--- config.mk ---
export PLATFORM = sky130hd
export DESIGN_NAME = datacomm_card_register_interface
export DESIGN_NICKNAME = d
export VERILOG_FILES = /design/src/pin_sync.v /design/src/control_block_coder.v /design/src/datacomm_card_register_interface.v
export VERILOG_INCLUDE_DIRS = /design/src /design/src/src
export SDC_FILE = /design/constraint.sdc
export NUM_CORES = 1
export LEC_CHECK = 0
export BUFFER_PORTS_ARGS = -buffer_cell sky130_fd_sc_hd__buf_2
export CORE_UTILIZATION = 40
export DETAILED_ROUTE_END_ITERATION = 16
export GPL_TIMING_DRIVEN = 0
export PLACE_DENSITY = 0.68
export SETUP_SLACK_MARGIN = 0.15
export SYNTH_ARGS = -nofsm -noshare
export SYNTH_HDL_FRONTEND = slang
export SYNTH_SLANG_ARGS = --single-unit
--- constraint.sdc ---
create_clock -name hclk -period 4.1 [get_ports hclk]
set_input_delay 0.41 -clock hclk [delete_from_list [all_inputs] [get_ports hclk]]
set_output_delay 0.41 -clock hclk [all_outputs]
set_load 0.01 [all_outputs]
--- src/datacomm_regs.vh ---
// Purpose: register map, field positions and codes of the datacomm register bank
// Assumes: byte addresses are four times the register number
// Notes: definitions only
`ifndef DATACOMM_REGS_VH
`define DATACOMM_REGS_VH
`define REG_ID        4'h0
`define REG_IRQ_EN    4'h1
`define REG_ACTIVITY  4'h2
`define REG_PROTOCOL  4'h3
`define REG_IRQ_STATE 4'h4
`define REG_INQ       4'h5
`define REG_BREAK     4'h6
`define REG_MODEM_IN  4'h7
`define REG_MODEM_OUT 4'h8
`define REG_CB_TYPE   4'h9
`define REG_CB_MODE   4'hA
`define REG_OUT_SPACE 4'hB
`define REG_LAST      4'hB
`define REG_ERROR     4'hF
`define ERR_NONE      16'h0000
`define ERR_NO_REG    16'h0146
`define ERR_BAD_VALUE 16'h0147
`define PROTO_ASYNC   8'h01
`define PROTO_LINK    8'h02
`define CB_NONE       8'h00
`define CB_BREAK      8'hFA
`define CB_ERROR      8'hFB
`define CB_EOL        8'hFC
`define CB_PROMPT     8'hFD
`define CB_LINK_END   8'hFE
`define CB_MODE_ONE   8'h01
`define CB_MODE_ETX   8'h02
`define CB_MODE_BOTH  8'h03
`define CB_BYTES      8'h03
`define MODEM_OUT_W   6
`define MODEM_RTS     0
`define IN_DATA       0
`define IN_CB         1
`define ACT_IN        0
`define ACT_OUT       1
`define CB_EV_BREAK   3'h1
`define CB_EV_FRAME   3'h2
`define CB_EV_PARITY  3'h3
`define CB_EV_BOTH    3'h4
`define CB_EV_EOL     3'h5
`define CB_EV_PROMPT  3'h6
`define CB_EV_ETB     3'h1
`define CB_EV_ETX     3'h2
`define CB_EV_SEL     3'h3
`define PROTO_UNSET 8'h00
`define CARD_RESET_NONE 8'h00
`define STRAP_LINK 2'h2
`define STRAP_START 2'h0
`define STRAP_SETTLE 2'h2
`define STRAP_DONE 2'h3
`endif

--- src/pin_sync.v ---
// Purpose: two flip-flop synchroniser for a vector of pin levels
// Assumes: inputs are asynchronous levels
// Notes: first stage is read only by the second
`timescale 1ns/10ps
module pin_sync #(
  parameter W = 5
) (
  input wire hclk,
  input wire hresetn,
  input wire [W-1:0] pin,
  output reg [W-1:0] level
);
  reg [W-1:0] stage1;
  always @(posedge hclk or negedge hresetn) begin
    if (!hresetn) begin
      stage1 <= {W{1'b0}};
      level <= {W{1'b0}};
    end else begin
      stage1 <= pin;
      level <= stage1;
    end
  end
endmodule

--- src/control_block_coder.v ---
// Purpose: turns a received control block event into type and mode codes
// Assumes: event code and protocol are stable while strobe is high
// Notes: pure combinational
`timescale 1ns/10ps
`include "datacomm_regs.vh"
module control_block_coder (
  input wire link_mode,
  input wire [2:0] event_code,
  input wire [3:0] sel_mode,
  input wire underscore_replace,
  output reg valid,
  output reg [7:0] cb_type,
  output reg [7:0] cb_mode
);
  always @* begin
    valid = 1'b1;
    cb_type = `CB_NONE;
    cb_mode = `CB_NONE;
    if (link_mode) begin
      case (event_code)
        `CB_EV_ETB: begin
          cb_type = `CB_LINK_END;
          cb_mode = `CB_MODE_ONE;
        end
        `CB_EV_ETX: begin
          cb_type = `CB_LINK_END;
          cb_mode = `CB_MODE_ETX;
        end
        `CB_EV_SEL: begin
          cb_type = `CB_PROMPT;
          cb_mode = {4'h0, sel_mode};
        end
        default: valid = 1'b0;
      endcase
    end else begin
      case (event_code)
        `CB_EV_BREAK: begin
          cb_type = `CB_BREAK;
          cb_mode = `CB_MODE_ONE;
        end
        `CB_EV_FRAME: begin
          cb_type = `CB_ERROR;
          cb_mode = `CB_MODE_ONE;
          valid = !underscore_replace;
        end
        `CB_EV_PARITY: begin
          cb_type = `CB_ERROR;
          cb_mode = `CB_MODE_ETX;
          valid = !underscore_replace;
        end
        `CB_EV_BOTH: begin
          cb_type = `CB_ERROR;
          cb_mode = `CB_MODE_BOTH;
          valid = !underscore_replace;
        end
        `CB_EV_EOL: begin
          cb_type = `CB_EOL;
          cb_mode = `CB_MODE_ONE;
        end
        `CB_EV_PROMPT: begin
          cb_type = `CB_PROMPT;
          cb_mode = `CB_MODE_ONE;
        end
        default: valid = 1'b0;
      endcase
    end
  end
endmodule

--- src/datacomm_card_register_interface.v ---
// Purpose: AHB-Lite register bank of a serial datacomm card
// Assumes: single word transfers; datapath engines sit outside and use the strobes
// Notes: register n sits at byte address 4*n; register 15 holds the last error code
//
// Function
// - writes above 255 rejected, error 327
// - missing register number gives error 326
// - controls hold defaults after reset
// - register 0 returns card identification code
// - nonzero write to 0 resets card, flushes
// - register 1 shows interrupt enable
// - register 2 shows input/output activity bits
// - register 3 protocol, applied at next reset
// - register 5 encodes inbound queue content
// - link mode terminate sends ETX then EOT
// - async terminate turns half-duplex line around
// - register 6 shows pending break
// - any accepted write to 6 requests break
// - register 7 shows modem receiver lines
// - register 8 drives modem output lines
// - half-duplex RTS changes only by output or card reset
// - registers 9,10 give last control block
// - async control block type and mode codes
// - no error blocks when underscore replacing
// - link control block type and mode codes
// - type 253 mode bits coded
// - outbound space reported only at three blocks or more
`timescale 1ns/10ps
`include "datacomm_regs.vh"
module datacomm_card_register_interface #(
  parameter [7:0] ID_SWITCH_ON = 8'h5A,
  parameter [7:0] ID_SWITCH_OFF = 8'hA5,
  parameter [7:0] OUT_QUEUE_BYTES = 8'hFF
) (
  input wire hclk,
  input wire hresetn,
  input wire hsel,
  input wire [31:0] haddr,
  input wire [1:0] htrans,
  input wire hwrite,
  input wire [2:0] hsize,
  input wire [31:0] hwdata,
  input wire hready,
  output reg [31:0] hrdata,
  output reg hreadyout,
  output reg hresp,
  input wire id_switch_on,
  input wire [1:0] protocol_switch,
  input wire half_duplex,
  input wire irq_enabled,
  input wire [7:0] irq_state,
  input wire input_busy,
  input wire output_busy,
  input wire [1:0] inq_content,
  input wire [7:0] out_queue_used,
  input wire [4:0] modem_in_pins,
  input wire cb_strobe,
  input wire [2:0] cb_event,
  input wire [3:0] cb_sel_mode,
  input wire underscore_replace,
  input wire output_rts,
  input wire break_done,
  output reg card_reset,
  output reg link_mode,
  output reg term_etx_eot,
  output reg term_turnaround,
  output reg break_send,
  output reg [`MODEM_OUT_W-1:0] modem_out
);
  reg ap_valid;
  reg ap_write;
  reg [3:0] ap_reg;
  reg ap_exists;
  reg [7:0] proto_next;
  reg break_pending;
  reg [7:0] cb_type;
  reg [7:0] cb_mode;
  reg [15:0] last_error;
  reg id_switch;
  reg [1:0] strap_wait;
  reg [31:0] read_mux;
  wire [4:0] modem_in;
  wire cb_valid;
  wire [7:0] cb_type_new;
  wire [7:0] cb_mode_new;
  wire wr;
  wire value_ok;
  wire [8:0] space_left;
  wire [2:0] strap_level;
  wire wr_ok;
  wire wr_reset;
  wire wr_proto;
  wire wr_term;
  wire wr_break;
  wire wr_modem;
  wire rd_start;

  // modem receive lines are asynchronous pins
  pin_sync #(.W(5)) modem_sync (
    .hclk(hclk),
    .hresetn(hresetn),
    .pin(modem_in_pins),
    .level(modem_in)
  );

  // card switches are pins as well; read only after both stages have filled
  pin_sync #(.W(3)) strap_sync (
    .hclk(hclk),
    .hresetn(hresetn),
    .pin({id_switch_on, protocol_switch}),
    .level(strap_level)
  );

  control_block_coder coder (
    .link_mode(link_mode),
    .event_code(cb_event),
    .sel_mode(cb_sel_mode),
    .underscore_replace(underscore_replace),
    .valid(cb_valid),
    .cb_type(cb_type_new),
    .cb_mode(cb_mode_new)
  );

  function exists_reg;
    input [3:0] r;
    begin
      exists_reg = (r <= `REG_LAST) || (r == `REG_ERROR);
    end
  endfunction

  function writable_reg;
    input [3:0] r;
    begin
      writable_reg = (r == `REG_ID) || (r == `REG_PROTOCOL) || (r == `REG_INQ) ||
                     (r == `REG_BREAK) || (r == `REG_MODEM_OUT);
    end
  endfunction

  // only the two protocol codes may be requested
  function legal_proto;
    input [7:0] v;
    begin
      legal_proto = (v == `PROTO_ASYNC) || (v == `PROTO_LINK);
    end
  endfunction

  // address phase capture; writes take no wait state, reads one
  // an address held through a wait state is taken at the edge after it, when hready is high again
  always @(posedge hclk or negedge hresetn) begin
    if (!hresetn) begin
      ap_valid <= 1'b0;
      ap_write <= 1'b0;
      ap_reg <= 4'h0;
      ap_exists <= 1'b0;
    end else if (hready) begin
      ap_valid <= hsel && htrans[1];
      ap_write <= hwrite;
      ap_reg <= haddr[5:2];
      ap_exists <= exists_reg(haddr[5:2]) && (haddr[31:6] == 26'h0);
    end else begin
      ap_valid <= 1'b0;
    end
  end

  assign wr = ap_valid && ap_write && ap_exists && writable_reg(ap_reg);
  assign value_ok = (hwdata[31:8] == 24'h0);
  // accepted writes, decoded once; the value range is checked for every one
  assign wr_ok = wr && value_ok;
  assign wr_reset = wr_ok && (ap_reg == `REG_ID) && (hwdata[7:0] != `CARD_RESET_NONE);
  assign wr_proto = wr_ok && (ap_reg == `REG_PROTOCOL) && legal_proto(hwdata[7:0]);
  assign wr_term = wr_ok && (ap_reg == `REG_INQ);
  assign wr_break = wr_ok && (ap_reg == `REG_BREAK);
  assign wr_modem = wr_ok && (ap_reg == `REG_MODEM_OUT);
  // a read gets one wait state so that its data stands in the data phase
  assign rd_start = hready && hsel && htrans[1] && !hwrite;
  assign space_left = {1'b0, OUT_QUEUE_BYTES} - {1'b0, out_queue_used};

  always @(posedge hclk or negedge hresetn) begin
    if (!hresetn) begin
      hreadyout <= 1'b1;
      hresp <= 1'b0;
    end else begin
      // one wait state for a read, none for a write
      hreadyout <= !rd_start;
      // every answer is okay; refusals show in the error register
      hresp <= 1'b0;
    end
  end

  // error code: last failing access; cleared by a read of the error register
  always @(posedge hclk or negedge hresetn) begin
    if (!hresetn) begin
      last_error <= `ERR_NONE;
    end else if (ap_valid && !ap_exists) begin
      last_error <= `ERR_NO_REG;
    end else if (ap_valid && ap_write && !writable_reg(ap_reg)) begin
      last_error <= `ERR_NO_REG;
    end else if (wr && !value_ok) begin
      last_error <= `ERR_BAD_VALUE;
    end else if (wr && ap_reg == `REG_PROTOCOL && !legal_proto(hwdata[7:0])) begin
      last_error <= `ERR_BAD_VALUE;
    end else if (ap_valid && !ap_write && ap_reg == `REG_ERROR) begin
      last_error <= `ERR_NONE;
    end
  end

  // card reset pulse; straps, break, drivers and last control block below restart from it
  always @(posedge hclk or negedge hresetn) begin
    if (!hresetn) begin
      card_reset <= 1'b0;
    end else begin
      // the engines flush their queues on this pulse
      card_reset <= wr_reset;
    end
  end

  // settle count: the strap synchroniser holds the switch levels two edges after release
  always @(posedge hclk or negedge hresetn) begin
    if (!hresetn) begin
      strap_wait <= `STRAP_START;
    end else if (strap_wait != `STRAP_DONE) begin
      strap_wait <= strap_wait + 2'h1;
    end
  end

  // switches are straps, caught once they have settled and again at card reset
  always @(posedge hclk or negedge hresetn) begin
    if (!hresetn) begin
      id_switch <= 1'b1;
      link_mode <= 1'b0;
    end else if (strap_wait == `STRAP_SETTLE || card_reset) begin
      id_switch <= strap_level[2];
      if (proto_next != `PROTO_UNSET) begin
        link_mode <= (proto_next == `PROTO_LINK);
      end else begin
        link_mode <= (strap_level[1:0] == `STRAP_LINK);
      end
    end
  end

  // protocol request survives card reset so that it can take effect there
  always @(posedge hclk or negedge hresetn) begin
    if (!hresetn) begin
      proto_next <= `PROTO_UNSET;
    end else if (wr_proto) begin
      proto_next <= hwdata[7:0];
    end
  end

  // terminate strobes; async full duplex has nothing to turn around
  always @(posedge hclk or negedge hresetn) begin
    if (!hresetn) begin
      term_etx_eot <= 1'b0;
      term_turnaround <= 1'b0;
    end else begin
      term_etx_eot <= wr_term && link_mode;
      term_turnaround <= wr_term && !link_mode && half_duplex;
    end
  end

  // break strobe and pending flag; a request in the done cycle stays pending
  always @(posedge hclk or negedge hresetn) begin
    if (!hresetn) begin
      break_send <= 1'b0;
      break_pending <= 1'b0;
    end else begin
      break_send <= wr_break;
      if (card_reset) begin
        break_pending <= 1'b0;
      end else if (wr_break) begin
        break_pending <= 1'b1;
      end else if (break_done) begin
        break_pending <= 1'b0;
      end
    end
  end

  // modem drivers; half-duplex RTS follows the output engine, not writes; card reset drops it
  always @(posedge hclk or negedge hresetn) begin
    if (!hresetn) begin
      modem_out <= {`MODEM_OUT_W{1'b0}};
    end else if (card_reset) begin
      // a card reset drops every driver; all but half-duplex RTS stay low until register 8 is written
      modem_out <= {`MODEM_OUT_W{1'b0}};
    end else begin
      if (wr_modem) begin
        modem_out <= hwdata[`MODEM_OUT_W-1:0];
      end
      if (half_duplex) begin
        modem_out[`MODEM_RTS] <= output_rts;
      end
    end
  end

  // last control block; cleared by card reset
  always @(posedge hclk or negedge hresetn) begin
    if (!hresetn) begin
      cb_type <= `CB_NONE;
      cb_mode <= `CB_NONE;
    end else if (card_reset) begin
      cb_type <= `CB_NONE;
      cb_mode <= `CB_NONE;
    end else if (cb_strobe && cb_valid) begin
      cb_type <= cb_type_new;
      cb_mode <= cb_mode_new;
    end
  end

  always @* begin
    read_mux = 32'h0000_0000;
    case (ap_reg)
      `REG_ID: read_mux[7:0] = id_switch ? ID_SWITCH_ON : ID_SWITCH_OFF;
      `REG_IRQ_EN: read_mux[0] = irq_enabled;
      `REG_ACTIVITY: read_mux[1:0] = {output_busy, input_busy};
      `REG_PROTOCOL: read_mux[7:0] = link_mode ? `PROTO_LINK : `PROTO_ASYNC;
      `REG_IRQ_STATE: read_mux[7:0] = irq_state;
      `REG_INQ: read_mux[1:0] = {inq_content[`IN_CB], inq_content[`IN_DATA]};
      `REG_BREAK: read_mux[0] = break_pending;
      `REG_MODEM_IN: read_mux[4:0] = modem_in;
      `REG_MODEM_OUT: read_mux[`MODEM_OUT_W-1:0] = modem_out;
      `REG_CB_TYPE: read_mux[7:0] = cb_type;
      `REG_CB_MODE: read_mux[7:0] = cb_mode;
      `REG_OUT_SPACE: begin
        // room for three blocks is reckoned as three bytes; below that the space reads zero
        if (!space_left[8] && space_left[7:0] >= `CB_BYTES) begin
          read_mux[7:0] = space_left[7:0];
        end
      end
      `REG_ERROR: read_mux[15:0] = last_error;
      default: read_mux = 32'h0000_0000;
    endcase
  end

  // read data is loaded at the end of the wait state and stands while hreadyout is high;
  // it is zeroed when a read is taken, so a refused read returns zero
  always @(posedge hclk or negedge hresetn) begin
    if (!hresetn) begin
      hrdata <= 32'h0000_0000;
    end else if (rd_start) begin
      hrdata <= 32'h0000_0000;
    end else if (ap_valid && !ap_write && ap_exists) begin
      hrdata <= read_mux;
    end
  end
endmodule

==> out/summary.txt, run 1 <==
Internal Power - 1.03 mW
endpoint type of the worst setup path - register
Hold Vio Cnt, Final - 0
setup_tns - 0 ns
Iter 0 DRT Violations - 215
status - finished clean
reg2reg setup slack - 1.81 ns
top cell type by total area after synthesis - dfrtp_1
worst path required time - 4.32 ns
Worst Skew - 0.00792 ns
CP Data Arrival Time - 2.51 ns
Filler cells - 839
Rows - 34
Detail Route Antenna Nets - 0
Mapped Area - 3590 um^2
delay-heaviest family, CP - compound AO/OA/AOI/OAI gates
Logic pwr share - 18.6%
R2R cell count - 6
post-layout util - 53.3%
n_diodes - 0
Nets - 651
CP bufs+invs - 2
Fmax - 437 MHz
Clock Root Buffer - clkbuf_8
Crit-path slowest cell - a2111oi_0
Hold Crit Class - in -> async
synthesis-to-layout area growth - 29.6%
port bufs - 127
peak supply drop - 0.196 mV
Pwr Density - 317 nW/um^2
Yosys cell types - 56
share of cells above drive strength 1 - 37.3%
Biggest register - hrdata
crit path launch - link_mode
total routed wirelength - 9490 um
Synthesis Warnings - 0
sequential area share after synthesis - 46.1%
vias after detailed routing - 3287
worst-path fanout max - 10
post-synthesis async set-or-reset flop share - 100%
Lkg Pwr - 2.30 nW
antenna violations before repair - 0
FF-to-FF End - hrdata[0]
Die H - 96.7 um
TritonCTS clock tree - yes
Slew @ Worst Pin - 0.724 ns
number of flip-flops in the largest register - 9
ys flop type - dfrtp_1
number of global-route vias before repair - 3167
via-per-instance ratio - 5.08
Sw Pwr - 0.446 mW
pre-CTS WS - 1.77 ns
die area - 9350 um^2
syn_area_per_cell - 9.65 um^2
# DRC - 0
Levels on crit path - 6
Clk Latency, worst-skew pair - 0.36 ns
Die Width - 96.7 um
Setup crit start kind - register
setup bufs post-CTS - 0
top area cells in the synthesized netlist - dfrtp_1 (45%), buf_4 (5.0%), nand2_1 (3.5%), nor2_1 (3.5%), o21ai_0 (3.2%)
Final Total Pwr - 1.48 mW
post-synthesis register bit count - 66
Final min period - 2.29 ns
Initial Util - 41.1%
H-tree Lvls - 3
gr usage total - 21.6%
clk sink count - 66
clock tree buffer depth - 2
RePlAce Congestion - 0.892
slowest stage delay, CP - 0.50 ns
Num CTS Buffers - 9
Syn Inst Count - 372
Max-slew headroom - 51.7%
Sequential Power Share - 47.1%
max-cap violations - 0
largest net degree at the start of global routing - 36
detailed placer's ending HPWL - 7520 um
Hold Buf Count CTS - 0
worst setup margin - 1.81 ns
1st-pass router iterations - 4
global-route wire length before repair - 16000 um
unrepaired setup endpoints after global routing - no
Final Max Slew Viols - 0
Post-synth EDFFs - 0
count of final setup violators - 0
Congestion Overflow GR - 0
Clock Power Share - 34.3%
worst reg2reg path startpoint - link_mode
sw frac - 30.2%
IO Count - 160
DR WL/cell - 14.7 um
Worst Setup EP - hrdata[0]
core area - 8720 um^2
top cell type's share of synthesized area - 44.6%
Largest regs - hrdata x9, proto_next x8, modem_out x6
worst setup path class - reg -> reg
post_cts resized - 0
Reg clk slew, reported paths - 0.08 ns
period utilisation layout - 55.8%
Cell Chain, Critical Path - buf_2 -> inv_1 -> mux4_2 -> o211a_1 -> a2111oi_0 -> o21ai_0
power groups by stage:
stage | Combinational (mW) | Sequential [mW] | Clock, mW
2_1_floorplan | 0.160 | 0.703 | 0
3_3_place_gp | 0.265 | 0.707 | 0
3_5_place_dp | 0.271 | 0.708 | 0
4_1_cts | 0.272 | 0.695 | 0.523
5_1_grt | 0.302 | 0.699 | 0.555
6_report | 0.274 | 0.695 | 0.507
how the worst min path moves through the flow:
stage | cells after the start | endpoint | slack, ns | start
after floorplan | 0 | ap_exists | 0.11 | hresetn
after global placement | 0 | strap_sync.level[0] | 0.33 | strap_sync.stage1[0]
after detailed placement | 0 | modem_sync.level[3] | 0.33 | modem_sync.stage1[3]
after CTS | 1 | strap_sync.stage1[0] | 0.12 | hresetn
after global routing | 1 | strap_sync.stage1[0] | 0.13 | protocol_switch[0]
final | 1 | strap_sync.stage1[0] | 0.10 | hresetn
final cells by class:
class / count / area (um^2) / share of cell area, %
buffer: 44 / 279 / 6.00
clock buffer: 9 / 124 / 2.66
inverter: 12 / 45.0 / 0.969
sequential: 66 / 1650 / 35.6
tap: 108 / 135 / 2.91
timing repair buffer: 128 / 656 / 14.1
clock inverter: 7 / 60.1 / 1.29
multi-input combinational: 273 / 1700 / 36.5
Yosys cell counts, drive strengths merged (12+ instances only):
| cell type | n |
|---|---|
| dfrtp | 64 |
| nor3 | 14 |
| nor2b | 15 |
| o21ai | 23 |
| nand2 | 33 |
| nor4 | 16 |
| inv | 12 |
| buf | 34 |
| nor2 | 33 |
| nand3 | 14 |
placed cells by master (no fill, tap or decap), types with 4 or more instances in the layout:
cell type / synthesis / layout
buf_2: 6 / 133
dfrtp_1: 64 / 64
nand2_1: 33 / 33
nor2_1: 33 / 33
buf_4: 24 / 24
conb_1: 1 / 24
o21ai_0: 23 / 23
nor2b_1: 15 / 15
nor3_1: 14 / 14
nand3_1: 14 / 14
inv_1: 12 / 12
nor4_1: 10 / 10
a21oi_1: 10 / 10
mux2_2: 10 / 10
clkbuf_1: 9 / 9
mux2i_1: 9 / 9
clkbuf_8: 0 / 9
and3_1: 5 / 5
nor4_2: 5 / 5
nand4_1: 5 / 5
a211oi_1: 5 / 5
o22ai_1: 5 / 5
a22o_1: 4 / 4
inv_6: 0 / 4
through the flow:
step / area (um^2) / hold slack (ns) / std cells
3_5_place_dp: 4470 / 0.335 / 631
4_1_cts: 4650 / 0.117 / 647
2_1_floorplan: 3670 / 0.114 / 395
6_report: 4650 / 0.101 / 647
5_1_grt: 4650 / 0.126 / 647
3_3_place_gp: 4450 / 0.333 / 630
logic make-up (layout without fill, tap and decap cells):
logic type,count (synthesis),count (layout),synth area share (%)
compound gates,74,74,14.0
xor+xnor,4,4,0.976
fa+ha+maj,2,2,0.697
buf+inv,56,200,9.03
flops,66,66,46.1
mux,21,21,6.90
other cells,1,24,0.105
simple gates,148,148,22.2
metal layers:
metal	up-vias	global-route usage (%)	share of wire, %
met2	122	33.3	46
met5	-	0	0
li1	1614	-	-
met1	1545	30.0	46
met4	0	4.94	0.72
met3	6	6.14	7.4
Power figures use the tool's default switching activity.
==> run 2, diff against run 1 <==
Settings changed: PLACE_DENSITY 0.68 to 0.7.
Clock period 4.1 ns to 2 ns, I/O delays scaled along.
==> out/summary.txt, run 2 (synthesis gave the netlist of run 1 again) <==
status - finished clean
Hold Crit Class - in -> reg
Fmax - 534 MHz
detailed placer's ending HPWL - 7500 um
worst setup margin - 0.126 ns
most frequent cells in the layout - buf_2 (130), dfrtp_1 (63), buf_4 (35)
Rows - 34
Final min period - 1.87 ns
worst path required time - 2.20 ns
Setup crit start kind - register
RePlAce Congestion - 0.855
1st-pass router iterations - 4
Congestion Overflow GR - 0
Pwr Density - 667 nW/um^2
via-per-instance ratio - 5.11
vias after detailed routing - 3406
register area - 1660 um^2
Max-slew headroom - 53.2%
Finished Cell Area - 4990 um^2
placed cell area - 4470 um^2
Biggest register - hrdata
Reg clk slew, reported paths - 0.07 ns
Clock Root Buffer - clkbuf_8
peak supply drop - 0.382 mV
die area - 9350 um^2
count of final setup violators - 0
H-tree Lvls - 3
max-cap violations - 0
Slew @ Worst Pin - 0.702 ns
Clk Latency, worst-skew pair - 0.34 ns
number of flip-flops in the largest register - 9
TritonCTS clock tree - yes
Detail Route Antenna Nets - 0
share of cells above drive strength 1 - 40.9%
largest net degree at the start of global routing - 37
Die Width - 96.7 um
unrepaired setup endpoints after global routing - yes
post-layout util - 57.2%
Iter 0 DRT Violations - 219
Filler cells - 801
antenna violations before repair - 0
Initial Util - 41.1%
worst setup path class - reg -> reg
clock tree buffer depth - 2
Final Max Slew Viols - 0
IO Count - 160
Lkg Pwr - 2.46 nW
multi-input logic area - 1780 um^2
Worst Skew - 0.00888 ns
global-route wire length before repair - 15900 um
commonest non-fill, non-tap cell in the layout - buf_2
DR WL/cell - 14.6 um
CP Data Arrival Time - 2.08 ns
synthesis-to-layout area growth - 39.0%
endpoint type of the worst setup path - register
Nets - 670
number of global-route vias before repair - 3222
total routed wirelength - 9760 um
core area - 8720 um^2
period utilisation layout - 93.7%
port bufs - 127
# DRC - 0
clk sink count - 66
worst-path fanout max - 10
Num CTS Buffers - 9
gr usage total - 21.2%
pre-CTS WS - -0.246 ns
n_diodes - 0
Die H - 96.7 um
Largest regs - hrdata x9, proto_next x8, modem_out x6
Hold Vio Cnt, Final - 0
## run 2: cell count changes in the layout (fill, tap and decap cells not counted), moves of 3 or more
cell	previous run	this run
buf_2	133	130
buf_4	24	35
clkbuf_1	9	4
clkbuf_4	0	3
dlygate4sd3_1	0	9
inv_6	4	1
## run 2: final timing paths
| kind | from | end | slack, ns | cells past startpoint |
|---|---|---|---|---|
| worst max-delay path | link_mode | hrdata[0] | 0.13 | 6 |
| worst min-delay path | haddr[3] | ap_reg[1] | 0.10 | 3 |
| worst max register to register | link_mode | hrdata[0] | 0.13 | 6 |
| worst min register to register | strap_sync.stage1[1] | strap_sync.level[1] | 0.35 | 0 |
| max in group asynchronous | hresetn | hreadyout | 0.85 | 3 |
| min in group asynchronous | hresetn | strap_sync.level[0] | 0.44 | 2 |
## run 2: critical path: stages (launching register included)
cell       delay (ns)
dfrtp_1          0.37
buf_6            0.15
inv_1            0.11
mux4_2           0.47
o211a_1          0.25
a2111oi_4        0.26
o21ai_0          0.13
## run 2: what timing repair did
| action | in CTS | in global routing |
|---|---|---|
| gates cloned | 0 | 1 |
| setup endpoints to repair | 28 | 23 |
| pin swaps | 2 | 1 |
| setup buffers | 3 | 6 |
| endpoints found under the hold margin | 38 | 0 |
| gates resized for setup | 19 | 23 |
| hold buffers | 9 | 0 |
## run 2: cell type report
type | count | area share [%]
plain buffers | 44 | 6.40
multi-input cells | 273 | 35.7
inverters | 12 | 0.903
clock buffers | 10 | 2.76
flip-flops and latches | 66 | 33.2
well taps | 108 | 2.71
clock inverters | 6 | 1.78
repair buffers | 147 | 16.6
## run 2: power breakdown
part,leakage (nW),internal [mW],switching (mW),total (mW)
registers,0.828,1.39,0.0407,1.43
clock network,0.109,0.737,0.515,1.25
logic,1.53,0.308,0.338,0.646
## run 2: metal layers
layer | up-vias | global-route usage [%] | wire length [um]
met4 | 0 | 6.08 | 102
li1 | 1651 | - | -
met2 | 144 | 32.8 | 4490
met5 | - | 0 | 0
met1 | 1600 | 29.3 | 4440
met3 | 11 | 5.35 | 718
## run 2: through the flow
step	hold WS [ns]	power [mW]	instances	TNS, ns
6_report	0.101	3.33	666	0
5_1_grt	0.107	3.48	666	0
4_1_cts	0.0827	3.31	659	0
3_5_place_dp	0.277	2.01	631	-1.46
3_3_place_gp	0.309	2.00	630	-1.37
2_1_floorplan	-0.0956	1.77	395	0
